`config.mk`:
```
export PLATFORM = sky130hd
export DESIGN_NAME = mct_cmd_decoder
export DESIGN_NICKNAME = d
export VERILOG_FILES = /design/src/verilog/mct_pkg.sv /design/src/verilog/mct_cmd_decoder.sv
export SDC_FILE = /design/constraint.sdc
export NUM_CORES = 1
export LEC_CHECK = 0
export ABC_AREA = 1
export BUFFER_PORTS_ARGS = -buffer_cell sky130_fd_sc_hd__buf_2
export CAP_MARGIN = 10
export CORE_MARGIN = 2
export CORE_UTILIZATION = 51
export DETAILED_ROUTE_END_ITERATION = 12
export PLACE_DENSITY = 0.77
export SYNTH_ARGS = -nofsm -noshare
export SYNTH_HDL_FRONTEND = slang
export SYNTH_SLANG_ARGS = --single-unit
```
`constraint.sdc`:
```
create_clock -name clock_in -period 6 [get_ports clock_in]
set_input_delay 0.3 -clock clock_in [delete_from_list [all_inputs] [get_ports clock_in]]
set_output_delay 0.3 -clock clock_in [all_outputs]
set_load 0.01 [all_outputs]
```
`src/verilog/mct_pkg.sv`:
```
// Constants and types of the card command decoder
package mct_pkg;
  // Register byte offsets
  localparam logic [3:0] REG_CMD = 4'h0;
  localparam logic [3:0] REG_STATUS = 4'h4;
  localparam logic [3:0] REG_TRIP_CLR = 4'h8;
  // Reset values
  localparam logic [15:0] CMD_RST = 16'h0000;
  // Whole command codes, and the divisor one thousand
  localparam logic [15:0] CODE_BOOT = 16'h07d1;
  localparam logic [15:0] CODE_FORMAT = 16'h270f;
  localparam logic [15:0] CODE_WARN_CLR = 16'h2553;
  localparam logic [15:0] CODE_WARN_SET = 16'h25c2;
  localparam logic [15:0] CODE_WP_CLR = 16'h2631;
  localparam logic [15:0] CODE_WP_SET = 16'h26a0;
  localparam logic [15:0] K_THOUSAND = 16'h03e8;
  // Prefixes, the code divided by one thousand; then the block field limits
  localparam logic [6:0] PRE_PSAVE = 7'h04;
  localparam logic [6:0] PRE_GSAVE = 7'h05;
  localparam logic [6:0] PRE_LOAD = 7'h06;
  localparam logic [6:0] PRE_ERASE = 7'h07;
  localparam logic [6:0] PRE_CMP = 7'h08;
  localparam logic [6:0] PRE_OSAVE1 = 7'h0f;
  localparam logic [6:0] PRE_OSAVE2 = 7'h10;
  localparam logic [6:0] PRE_OSAVE3 = 7'h11;
  localparam logic [6:0] PRE_OLOAD1 = 7'h12;
  localparam logic [6:0] PRE_OLOAD2 = 7'h13;
  localparam logic [6:0] PRE_OLOAD3 = 7'h14;
  localparam logic [6:0] PRE_OSAVE4 = 7'h15;
  localparam logic [6:0] PRE_OLOAD4 = 7'h16;
  localparam logic [6:0] PRE_BACKUP = 7'h28;
  localparam logic [6:0] PRE_RESTORE = 7'h3c;
  localparam logic [9:0] BLK_MIN = 10'h001;
  localparam logic [9:0] BLK_MAX = 10'h3e7;
  // Status bit positions; trips sit in [5:3]
  localparam int ST_BUSY = 0;
  localparam int ST_WP = 1;
  localparam int ST_WARN = 2;
  localparam int ST_TRIP = 3;
  localparam logic [1:0] RESP_OKAY = 2'h0;
  localparam logic [1:0] RESP_SLVERR = 2'h2;
  typedef enum logic [3:0] {
    OP_NONE, OP_PSAVE, OP_GSAVE, OP_LOAD, OP_ERASE, OP_CMP,
    OP_FORMAT, OP_OSAVE, OP_OLOAD, OP_BACKUP, OP_RESTORE
  } mct_op_type;
  typedef enum logic [1:0] {S_IDLE = 2'b01, S_BUSY = 2'b10} mct_state_type;
endpackage

```
`src/verilog/mct_cmd_decoder.sv`:
```
// Card command decoder with AXI4-Lite register access
//
// Implementation choices: the AXI4-Lite slave port and the register offsets.
`timescale 1ns/100ps
`default_nettype none
// Behaviour
// - Operations are codes written to command_parameter, started by drive reset.
// - Code 2001 saves all parameters into block 1, marked bootable.
// - Parameter-save code writes drive and option parameters into block yyy.
// - Program-save code copies the onboard user program into block yyy.
// - Load code loads parameters or program from block yyy by content.
// - Erase removes block yyy only; 9999 erases and reformats the card.
// - Compare clears command_parameter on match, raises compare trip on mismatch.
// - 9666 sets, 9555 clears the warning suppression flag.
// - 9888 sets, 9777 clears the write-protect flag.
// - With write-protect set only prefix 6 load codes and 9777 take effect; option loads do not.
// - SD only: slots 1..4 save option program, prefixes 15,16,17,21.
// - SD only: slots 1..4 load option program, prefixes 18,19,20,22.
// - SD backup saves everything, clears the code once all is saved.
// - SD restore keeps the code set until all data is loaded.
// - Block field yyy lies between 001 and 999.
// - Parameter-save blocks hold only differences from last defaults.
// - Non-copyable parameters are excluded from card writes.
// - Card removal during a transfer raises a trip.
// - Write or erase attempt under write-protect raises a trip.
module mct_cmd_decoder
  import mct_pkg::*;
(
  input wire logic clock_in,
  input wire logic srst_in,
  input wire logic drive_reset_in,
  input wire logic card_present_in,
  input wire logic card_sd_in,
  input wire logic card_done_in,
  input wire logic card_match_in,
  output logic card_req_out,
  output logic [3:0] card_op_out,
  output logic [9:0] card_block_out,
  output logic [2:0] card_slot_out,
  output logic card_boot_out,
  output logic card_diff_only_out,
  output logic card_skip_nocopy_out,
  output logic wp_flag_out,
  output logic warn_flag_out,
  output logic trip_out,
  input wire logic [3:0] s_axi_awaddr_in,
  input wire logic s_axi_awvalid_in,
  output logic s_axi_awready_out,
  input wire logic [31:0] s_axi_wdata_in,
  input wire logic [3:0] s_axi_wstrb_in,
  input wire logic s_axi_wvalid_in,
  output logic s_axi_wready_out,
  output logic [1:0] s_axi_bresp_out,
  output logic s_axi_bvalid_out,
  input wire logic s_axi_bready_in,
  input wire logic [3:0] s_axi_araddr_in,
  input wire logic s_axi_arvalid_in,
  output logic s_axi_arready_out,
  output logic [31:0] s_axi_rdata_out,
  output logic [1:0] s_axi_rresp_out,
  output logic s_axi_rvalid_out,
  input wire logic s_axi_rready_in
);
  // Bus state
  logic aw_got_ff, nxt_aw_got, w_got_ff, nxt_w_got;
  logic [3:0] aw_addr_ff, nxt_aw_addr;
  logic [31:0] wdata_ff, nxt_wdata;
  logic [3:0] wstrb_ff, nxt_wstrb;
  logic awready_ff, nxt_awready, wready_ff, nxt_wready;
  logic bvalid_ff, nxt_bvalid, arready_ff, nxt_arready;
  logic rvalid_ff, nxt_rvalid;
  logic [1:0] bresp_ff, nxt_bresp, rresp_ff, nxt_rresp;
  logic [31:0] rdata_ff, nxt_rdata;
  logic wr_cmd, wr_clr;
  // Core state
  mct_state_type state_ff, nxt_state;
  logic [15:0] cmd_ff, nxt_cmd;
  logic wp_ff, nxt_wp, warn_ff, nxt_warn;
  logic [2:0] trip_ff, nxt_trip;
  logic req_ff, nxt_req, boot_ff, nxt_boot;
  logic diff_ff, nxt_diff, nocopy_ff, nxt_nocopy;
  mct_op_type op_ff, nxt_op;
  logic [9:0] blk_ff, nxt_blk;
  logic [2:0] slot_ff, nxt_slot;
  logic tripo_ff, nxt_tripo;
  // Decode
  logic [15:0] quo, rem;
  logic [6:0] pre;
  logic [9:0] blk;
  logic blk_ok;
  mct_op_type dec_op;
  logic [2:0] dec_slot;
  logic dec_wr;
  logic [31:0] status;

  // Division by a constant: a long path, but reset commits are rare
  assign quo = cmd_ff / K_THOUSAND;
  assign rem = cmd_ff % K_THOUSAND;
  assign pre = quo[6:0];
  assign blk = rem[9:0];
  assign blk_ok = (blk >= BLK_MIN) && (blk <= BLK_MAX);
  assign status = {26'h0, trip_ff, warn_ff, wp_ff, req_ff};

  always_comb begin
    dec_op = OP_NONE;
    dec_slot = 3'h0;
    if (cmd_ff == CODE_FORMAT) begin
      dec_op = OP_FORMAT;
    end else if (cmd_ff == CODE_BOOT) begin
      dec_op = OP_PSAVE;
    end else if (blk_ok && quo[15:7] == 9'h000) begin
      case (pre)
        PRE_PSAVE: dec_op = OP_PSAVE;
        PRE_GSAVE: dec_op = OP_GSAVE;
        PRE_LOAD: dec_op = OP_LOAD;
        PRE_ERASE: dec_op = OP_ERASE;
        PRE_CMP: dec_op = OP_CMP;
        default: dec_op = OP_NONE;
      endcase
      if (card_sd_in) begin
        case (pre)
          PRE_OSAVE1, PRE_OSAVE2, PRE_OSAVE3: begin
            dec_op = OP_OSAVE;
            dec_slot = 3'(pre - PRE_OSAVE1 + 7'h01);
          end
          PRE_OSAVE4: begin
            dec_op = OP_OSAVE;
            dec_slot = 3'h4;
          end
          PRE_OLOAD1, PRE_OLOAD2, PRE_OLOAD3: begin
            dec_op = OP_OLOAD;
            dec_slot = 3'(pre - PRE_OLOAD1 + 7'h01);
          end
          PRE_OLOAD4: begin
            dec_op = OP_OLOAD;
            dec_slot = 3'h4;
          end
          PRE_BACKUP: dec_op = OP_BACKUP;
          PRE_RESTORE: dec_op = OP_RESTORE;
          default: ;
        endcase
      end
    end
    dec_wr = (dec_op == OP_PSAVE) || (dec_op == OP_GSAVE) || (dec_op == OP_ERASE)
      || (dec_op == OP_FORMAT) || (dec_op == OP_OSAVE) || (dec_op == OP_BACKUP);
  end

  // Bus: address and data are taken in either order, answered together
  always_comb begin
    nxt_aw_got = aw_got_ff;
    nxt_aw_addr = aw_addr_ff;
    nxt_w_got = w_got_ff;
    nxt_wdata = wdata_ff;
    nxt_wstrb = wstrb_ff;
    nxt_bvalid = bvalid_ff;
    nxt_bresp = bresp_ff;
    nxt_rvalid = rvalid_ff;
    nxt_rresp = rresp_ff;
    nxt_rdata = rdata_ff;
    wr_cmd = 1'b0;
    wr_clr = 1'b0;
    if (s_axi_awvalid_in && awready_ff) begin
      nxt_aw_got = 1'b1;
      nxt_aw_addr = s_axi_awaddr_in;
    end
    if (s_axi_wvalid_in && wready_ff) begin
      nxt_w_got = 1'b1;
      nxt_wdata = s_axi_wdata_in;
      nxt_wstrb = s_axi_wstrb_in;
    end
    if (bvalid_ff && s_axi_bready_in) begin
      nxt_bvalid = 1'b0;
    end
    if (aw_got_ff && w_got_ff && !bvalid_ff) begin
      nxt_aw_got = 1'b0;
      nxt_w_got = 1'b0;
      nxt_bvalid = 1'b1;
      nxt_bresp = RESP_OKAY;
      if (aw_addr_ff == REG_CMD) begin
        wr_cmd = 1'b1;
      end else if (aw_addr_ff == REG_TRIP_CLR) begin
        wr_clr = 1'b1;
      end else if (aw_addr_ff != REG_STATUS) begin
        nxt_bresp = RESP_SLVERR;
      end
    end
    nxt_awready = !nxt_aw_got && !nxt_bvalid;
    nxt_wready = !nxt_w_got && !nxt_bvalid;
    if (rvalid_ff && s_axi_rready_in) begin
      nxt_rvalid = 1'b0;
    end
    if (s_axi_arvalid_in && arready_ff) begin
      nxt_rvalid = 1'b1;
      nxt_rresp = RESP_OKAY;
      if (s_axi_araddr_in == REG_CMD) begin
        nxt_rdata = {16'h0000, cmd_ff};
      end else if (s_axi_araddr_in == REG_STATUS) begin
        nxt_rdata = status;
      end else if (s_axi_araddr_in == REG_TRIP_CLR) begin
        nxt_rdata = 32'h0000_0000;
      end else begin
        nxt_rdata = 32'h0000_0000;
        nxt_rresp = RESP_SLVERR;
      end
    end
    nxt_arready = !nxt_rvalid;
  end

  always_ff @(posedge clock_in) begin
    if (srst_in) begin
      aw_got_ff <= 1'b0;
      aw_addr_ff <= 4'h0;
      w_got_ff <= 1'b0;
      wdata_ff <= 32'h0000_0000;
      wstrb_ff <= 4'h0;
      awready_ff <= 1'b0;
      wready_ff <= 1'b0;
      bvalid_ff <= 1'b0;
      bresp_ff <= RESP_OKAY;
      arready_ff <= 1'b0;
      rvalid_ff <= 1'b0;
      rresp_ff <= RESP_OKAY;
      rdata_ff <= 32'h0000_0000;
    end else begin
      aw_got_ff <= nxt_aw_got;
      aw_addr_ff <= nxt_aw_addr;
      w_got_ff <= nxt_w_got;
      wdata_ff <= nxt_wdata;
      wstrb_ff <= nxt_wstrb;
      awready_ff <= nxt_awready;
      wready_ff <= nxt_wready;
      bvalid_ff <= nxt_bvalid;
      bresp_ff <= nxt_bresp;
      arready_ff <= nxt_arready;
      rvalid_ff <= nxt_rvalid;
      rresp_ff <= nxt_rresp;
      rdata_ff <= nxt_rdata;
    end
  end

  // Core: commit on drive reset, then hold the card request until done or card removal
  always_comb begin
    nxt_state = state_ff;
    nxt_cmd = cmd_ff;
    nxt_wp = wp_ff;
    nxt_warn = warn_ff;
    nxt_req = req_ff;
    nxt_op = op_ff;
    nxt_blk = blk_ff;
    nxt_slot = slot_ff;
    nxt_boot = boot_ff;
    nxt_diff = diff_ff;
    nxt_nocopy = nocopy_ff;
    nxt_trip = wr_clr ? (trip_ff & ~wdata_ff[ST_TRIP+2:ST_TRIP]) : trip_ff;
    case (state_ff)
      S_IDLE: begin
        if (drive_reset_in) begin
          if (wp_ff && cmd_ff == CODE_WP_CLR) begin
            nxt_wp = 1'b0;
            nxt_cmd = CMD_RST;
          end else if (wp_ff && dec_op != OP_LOAD) begin
            nxt_trip[1] = dec_wr;
            nxt_trip[1] = nxt_trip[1] | trip_ff[1] & ~(wr_clr & wdata_ff[ST_TRIP+1]);
          end else if (cmd_ff == CODE_WARN_SET) begin
            nxt_warn = 1'b1;
            nxt_cmd = CMD_RST;
          end else if (cmd_ff == CODE_WARN_CLR) begin
            nxt_warn = 1'b0;
            nxt_cmd = CMD_RST;
          end else if (cmd_ff == CODE_WP_SET) begin
            nxt_wp = 1'b1;
            nxt_cmd = CMD_RST;
          end else if (cmd_ff == CODE_WP_CLR) begin
            nxt_cmd = CMD_RST;
          end else if (dec_op != OP_NONE) begin
            nxt_state = S_BUSY;
            nxt_req = 1'b1;
            nxt_op = dec_op;
            nxt_blk = (dec_op == OP_FORMAT) ? 10'h000 : blk;
            nxt_slot = dec_slot;
            nxt_boot = (cmd_ff == CODE_BOOT);
            nxt_diff = (dec_op == OP_PSAVE) && (cmd_ff != CODE_BOOT);
            nxt_nocopy = dec_wr;
          end
        end
      end
      S_BUSY: begin
        if (!card_present_in) begin
          nxt_trip[2] = 1'b1;
          nxt_req = 1'b0;
          nxt_state = S_IDLE;
        end else if (card_done_in) begin
          nxt_req = 1'b0;
          nxt_state = S_IDLE;
          if (op_ff == OP_CMP && !card_match_in) begin
            nxt_trip[0] = 1'b1;
          end else begin
            nxt_cmd = CMD_RST;
          end
        end
      end
      default: nxt_state = S_IDLE;
    endcase
    if (wr_cmd) begin
      if (wstrb_ff[0]) nxt_cmd[7:0] = wdata_ff[7:0];
      if (wstrb_ff[1]) nxt_cmd[15:8] = wdata_ff[15:8];
    end
    nxt_tripo = |nxt_trip;
  end

  always_ff @(posedge clock_in) begin
    if (srst_in) begin
      state_ff <= S_IDLE;
      cmd_ff <= CMD_RST;
      wp_ff <= 1'b0;
      warn_ff <= 1'b0;
      trip_ff <= 3'h0;
      req_ff <= 1'b0;
      op_ff <= OP_NONE;
      blk_ff <= 10'h000;
      slot_ff <= 3'h0;
      boot_ff <= 1'b0;
      diff_ff <= 1'b0;
      nocopy_ff <= 1'b0;
      tripo_ff <= 1'b0;
    end else begin
      state_ff <= nxt_state;
      cmd_ff <= nxt_cmd;
      wp_ff <= nxt_wp;
      warn_ff <= nxt_warn;
      trip_ff <= nxt_trip;
      req_ff <= nxt_req;
      op_ff <= nxt_op;
      blk_ff <= nxt_blk;
      slot_ff <= nxt_slot;
      boot_ff <= nxt_boot;
      diff_ff <= nxt_diff;
      nocopy_ff <= nxt_nocopy;
      tripo_ff <= nxt_tripo;
    end
  end

  assign card_req_out = req_ff;
  assign card_op_out = op_ff;
  assign card_block_out = blk_ff;
  assign card_slot_out = slot_ff;
  assign card_boot_out = boot_ff;
  assign card_diff_only_out = diff_ff;
  assign card_skip_nocopy_out = nocopy_ff;
  assign wp_flag_out = wp_ff;
  assign warn_flag_out = warn_ff;
  assign trip_out = tripo_ff;
  assign s_axi_awready_out = awready_ff;
  assign s_axi_wready_out = wready_ff;
  assign s_axi_bvalid_out = bvalid_ff;
  assign s_axi_bresp_out = bresp_ff;
  assign s_axi_arready_out = arready_ff;
  assign s_axi_rvalid_out = rvalid_ff;
  assign s_axi_rresp_out = rresp_ff;
  assign s_axi_rdata_out = rdata_ff;
endmodule
`default_nettype wire

```
; ---- After elaboration in Yosys (flattened, before gate mapping)
; Index checks and enable logic that the tools add are counted.
[totals]
ff_bits = 110
input_bits = 56
output_inout_bits = 65
elab_cells = 225
[classes]
addsub = 4
div = 2
magnitude_cmp = 2
n_eq_ne = 48
mux = 87
n_bitwise = 12
n_reduce_logical = 44
[ops]
columns = cell, count
row1 = $mux W16, 12
row2 = $eq A16 B14 Y1 const B, 5
row3 = $eq A7 B5 Y1 const B, 7
row4 = $mux W1, 40
row5 = $mux W2, 16
row6 = $pmux W16 S2, 1
row7 = $eq A7 B3 Y1 const B, 4
row8 = $ne A2 B2 Y1 const B, 11
row9 = $eq A4 B3 Y1 const B, 5
row10 = $reduce_and A9 Y1, 2
row11 = $div A16 B10 Y16 const B, 1
row12 = $eq A16 B11 Y1 const B, 1
row13 = $mod A16 B10 Y16 const B, 1
row14 = $mux W4, 4
row15 = $mux W8, 2
row16 = $ne A16 B11 Y1 const B, 1
row17 = $pmux W4 S4, 1
row18 = $logic_and A1 B1 Y1, 15
row19 = $mux W3, 5
row20 = $pmux W3 S5, 1
row21 = $eq A7 B4 Y1 const B, 2
row22 = $eq A7 B6 Y1 const B, 2
row23 = $eq A4 B4 Y1 const B, 3
row24 = $ge A10 B1 Y1 const B, 1
row25 = 33 further kinds, 56

; ---- Longest topological paths before layout
[depth]
ltp_word = 20
mapped_depth = 62
depth_no_buf = 58

; ---- Least setup slack after synthesis
; OpenSTA, ideal clock, no wires.
[synth_timing]
path_type = register to register
start = reg cmd_ff[11]
end = reg blk_ff[0] (netlist: card_block_out[0])
setup_time_ps = 117
arrival_time_ps = 5698
required_ps = 5883
path_slack_ps = 184
stages_incl_launch_ff = 52
n_path_buf = 4
synth_period_minus_slack_ps = 5816
path_cell_list = dfxtp_1 buf_4 nand2_1 nor2_1 nand2_1 buf_6 o211ai_1 inv_2 nand3_2 nand2_2 buf_6 nand2_2 nand2_4 nor2_4 nand2_1 nor2_2 nand2_4 xor2_2 (+16 left out) o21ai_0 nand2_1 nand2_1 o2111ai_1 nor2_1 nor2_1 o21ai_0 inv_1 nand2_1 nand2_1 nor2_1 nand2_1 and3_4 nand2_4 inv_4 buf_6 o21ai_1 nor2_2
[synth_between]
elab_chain_len = 12
elab_cells_between_ends = 49
cone_classes = 2 x div / 2 x order compare / 23 x eq/ne / 7 x mux / 6 x bitwise / 9 x reduce/logical
[synth_lines]
columns = element, line_no
row1 = "start, declared", mct_cmd_decoder.sv:77  ; logic [15:0] cmd_ff, nxt_cmd;
row2 = "start signal, assigned", mct_cmd_decoder.sv:328  ; cmd_ff <= nxt_cmd;
row3 = $div A16 B10 Y16, mct_cmd_decoder.sv:97  ; assign quo = cmd_ff / K_THOUSAND;
row4 = "$eq A7 B4 Y1, or another cell as far along", mct_cmd_decoder.sv:112  ; case (pre)
row5 = $pmux W3 S5 or $reduce_or A4 Y1 (tied branches), -
row6 = $pmux W4 S4, mct_cmd_decoder.sv:121  ; case (pre)
row7 = $mux W4, mct_cmd_decoder.sv:120  ; if (card_sd_in) begin
row8 = $mux W4, mct_cmd_decoder.sv:111  ; end else if (blk_ok && quo[15:7] == 9'h000) begin
row9 = $mux W4, mct_cmd_decoder.sv:109  ; end else if (cmd_ff == CODE_BOOT) begin
row10 = $mux W4, mct_cmd_decoder.sv:107  ; if (cmd_ff == CODE_FORMAT) begin
row11 = $ne A4 B2 Y1, mct_cmd_decoder.sv:261  ; end else if (wp_ff && dec_op != OP_LOAD) begin
row12 = $logic_and A1 B1 Y1, mct_cmd_decoder.sv:261
row13 = $not A1 Y1 (no source line), -
row14 = $reduce_and A9 Y1 (no source line), -
row15 = "end signal, assigned", mct_cmd_decoder.sv:334  ; blk_ff <= nxt_blk;
row16 = "end, declared", mct_cmd_decoder.sv:83  ; logic [9:0] blk_ff, nxt_blk;
; Several ways; a longest one is shown, not always the timed one.
; A chain may end at the register's enable or synchronous reset.

; ---- Final worst setup path
[layout_timing]
start = reg cmd_ff[14]
end = reg boot_ff (netlist: card_boot_out)
[layout_between]
elab_chain_len = 12
elab_cells_between_ends = 47
cone_classes = 2 x div / 2 x order compare / 22 x eq/ne / 6 x mux / 6 x bitwise / 9 x reduce/logical
[layout_lines]
columns = element, line_no
row1 = $div A16 B10 Y16, mct_cmd_decoder.sv:97
row2 = "$eq A7 B4 Y1, or another cell as far along", mct_cmd_decoder.sv:112
row3 = $pmux W3 S5 or $reduce_or A4 Y1 (tied branches), -
row4 = $pmux W4 S4, mct_cmd_decoder.sv:121
row5 = $mux W4, mct_cmd_decoder.sv:120
row6 = $mux W4, mct_cmd_decoder.sv:111
row7 = $mux W4, mct_cmd_decoder.sv:109
row8 = $mux W4, mct_cmd_decoder.sv:107
row9 = $ne A4 B2 Y1, mct_cmd_decoder.sv:261
row10 = $logic_and A1 B1 Y1, mct_cmd_decoder.sv:261
row11 = $not A1 Y1 (no source line), -
row12 = $reduce_and A9 Y1 (no source line), -
row13 = "end signal, assigned", mct_cmd_decoder.sv:336  ; boot_ff <= nxt_boot;
row14 = "end, declared", mct_cmd_decoder.sv:80  ; logic req_ff, nxt_req, boot_ff, nxt_boot;
; Several ways; a longest one is shown, not always the timed one.

==> results by group <==
Global route
  – Met2 global-route usage: 42.2%
  – Initial antenna violation count: 0
  – M1 GR Usage: slightly below 30%
  – Vias in the first global route: 5911
  – Grt ovf: 0
  – First-pass GRT wire length: roughly 26000 um
  – Global-route met3 utilization: 4.82%
  – GRT Util Overall: 24.0%
  – Pin count of the biggest net entering global routing: 70
  – Most used routing layer: met2

Power
  – PwrDens: 193 nW/um^2
  – LEAKAGE: slightly below 0.004 uW
  – Worst vdd ir: 0.000228 V
  – Tot Pwr: 1590 uW

Setup path
  – Max incr delay on CP: 350 ps
  – Critical Path RT: 6280 ps
  – Worst Reg-to-Reg Cells: 55
  – Worst Setup End Kind: flop
  – Setup CP Type: reg -> reg
  – Worst Path Buf+Inv: 9
  – Critical path origin: cmd_ff[14]$_SDFF_PP0_
  – Worst R2R Setup Slack: -60 ps
  – Critical path startpoint category: flop
  – Max FO, Critical Path: 8
  – CP arrival: 6340 ps
  – Worst r2r dst: card_boot_out$_SDFFE_PP0P_
  – Slowest cell on the critical path: dfxtp_2
  – Reg2reg start: cmd_ff[14]$_SDFF_PP0_
  – Cell family with most CP delay: simple AND/OR/NAND/NOR gates

Clock network
  – Clock-pin slew on the worst setup and hold paths: roughly 70 ps
  – CTS Buffer Depth: 2
  – Worst-Skew Late Latency: 350 ps
  – Cts bufs inserted: 9
  – CTS root buffer: clkbuf_16
  – CTS tree: built
  – H-tree depth: 3
  – Sink Count: 92

Finish
  – Layout Cells excl Fill: around 1200
  – Cell area after layout: 8260 um^2
  – Area Growth Syn to Fin: 32.4%
  – Nets: ~1200
  – N_diodes: 0
  – Share of cells above drive strength 1: 35.1%

Die
  – Die Y: around 110 um
  – Initial Utilization: between 50% and 60%
  – Num rows: 40
  – Die Span X: 115 um
  – Die Area: 13100 um^2
  – I/O pins: 121
  – Core ar.: 12000 um^2

Timing
  – Period utilisation layout: 101%
  – Clock skew: 11.0 ps
  – Slew Viols, Final: 0
  – Worst slew pin tran: around 930 ps
  – PnR worst setup slack: -63.0 ps
  – RSZ-0062 raised after global routing: yes
  – Relative slew margins: 37.7%
  – Min Tclk post-route: 6060 ps
  – Max Freq: 165 MHz
  – Hold Fails Final Rpt: 0
  – Final TNS setup: -605 ps
  – Final setup viols: 17

Route
  – Final WL: between 15000 and 20000 um
  – First-pass iteration count of the detailed router: 5
  – # DRC: 0
  – DR vias/cell: 5.26
  – Initial DRC count: 489
  – Via count: 6557
  – Count of antenna-violating nets left after detailed routing: 0
  – WL/cell: 13.8 um

Synthesis
  – Most frequent cells after synthesis: nand2_1 (180), nor2_1 (131), inv_1 (118)
  – Syn Inst Count: between 900 and 1000
  – Post-synth top area cell: dfxtp_1
  – Synthesized area: 6240 um^2
  – Post-Syn Area per Cell: 6.57 um^2
  – Unique masters post-synth: 50
  – Post-synth EDFFs: 0
  – Area contributors post-synth: dfxtp_1 (30%), nand2_1 (11%), nor2_1 (7.9%), inv_1 (7.1%), o21ai_0 (5.7%)
  – Post-synth top area share: a little under 30%
  – Count leader, synth: nand2_1
  – Asr flop ratio synth: 0%
  – #FFs+latches synth: 92
  – Sequential cell area fraction in the yosys report: 29.5%
  – Post-synth top flop: dfxtp_1
  – Yosys warns: 0

Placement
  – HPWL Detailed: between 10000 and 15000 um
  – Cell Area, Placed: 7080 um^2
  – Placer congestion estimate: between 0.9 and 1
  – Pre-CTS setup slack: -118 ps
  – Placed cell count: around 1200
  – Port Buf Inserts: 84

Min path
  – Hold path cells: 3
  – Hold endpoint: wstrb_ff[1]$_SDFFE_PP0P_
  – Hold crit path type: in -> reg
  – Hold path start: s_axi_wstrb_in[1]

Run status
  – Failing checks: negative setup slack
  – Status: finished with violations

Job
  – Max_cap viols: 0
metrics by stage:
step | util [%] | hold slack, ps
finish | 69.0 | 192
global placement | 59.2 | 449
detailed placement | 59.2 | 442
CTS | 62.3 | 195
global route | 69.0 | 227
floorplan | - | 411
layout by cell type, fill, tap and decap left out, types with 14 or more instances in the layout:
cell / count
a21oi_1: 28
dfxtp_1: 85
nand2_2: 42
buf_4: 82
nor2_1: 114
nor2_2: 24
nand2_1: 139
o211ai_1: 16
o21ai_1: 15
o21ai_0: 61
inv_2: 14
inv_1: 114
conb_1: 18
nand3_1: 41
buf_2: 84
nand2_4: 26
registers in the layout, summed over array words and instances, names as in the netlist, 2 cells and up:
signal	flops
aw_addr_ff	4
card_block_out	10
card_op_out	4
card_slot_out	3
cmd_ff	16
s_axi_rdata_out	16
state_ff	2
trip_ff	3
wdata_ff	16
wstrb_ff	2
final cells by class:
type,instances,area [um^2]
repair inverters,2,20.0
fillers,953,3700
well taps,147,184
multi-input cells,686,4210
flip-flops and latches,92,1850
clock buffers,10,229
clock inverters,6,119
inverters,132,515
repair buffers,172,1130
routing by layer:
layer | vias to the layer above | wire length, um
li1 | 3341 | -
met1 | 2971 | 7230
met2 | 213 | 8690
met3 | 32 | 959
met4 | 0 | 303
met5 | - | 0
worst register-to-register path, delay by kind of cell, from the launching register on:
kind                     cells  cell delay (ps)
adder cells (fa/ha/maj)      1              140
buffers and inverters        9              900
XOR/XNOR                     1              130
flip-flops                   1              350
AO/OA/AOI/OAI                6              730
AND/OR/NAND/NOR             38             3740
how the worst max path moves through the flow:
stage | depth (start not counted) | end | slack (ps)
final | 55 | card_boot_out$_SDFFE_PP0P_ | -60
after global routing | 53 | card_boot_out$_SDFFE_PP0P_ | -470
after CTS | 51 | cmd_ff[0]$_SDFF_PP0_ | 9
after detailed placement | 49 | card_block_out[5]$_SDFFE_PP0P_ | -120
after global placement | 52 | card_block_out[7]$_SDFFE_PP0P_ | 40
after floorplan | 51 | card_block_out[0]$_SDFFE_PP0P_ | 180
cells by family (layout without fill, tap and decap cells):
family          count (synthesis)  in the layout  synth area share [%]
fa+ha+maj                       7              7                  1.40
other cells                     1             18                0.0601
xor+xnor                       12             12                  1.81
buf+inv                       189            322                  13.8
flops                          92             92                  29.5
compound gates                188            188                  17.8
simple gates                  460            461                  35.6
report_power, final:
part | leakage [uW] | internal (uW) | total (uW) | switching (uW)
combinational | 0.00301 | 102 | 267 | 165
clock | 0.000170 | 413 | 669 | 255
sequential | 0.000753 | 640 | 657 | 17.3
total | 0.00393 | 1160 | 1590 | 438
timing repair:
action,4_1_cts,5_1_grt
buffers inserted,0,18
resized for setup,7,167
hold buffers,0,0
pin swaps,1,40
setup endpoints to repair,34,36
gates cloned,1,3
Power figures use the tool's default switching activity.
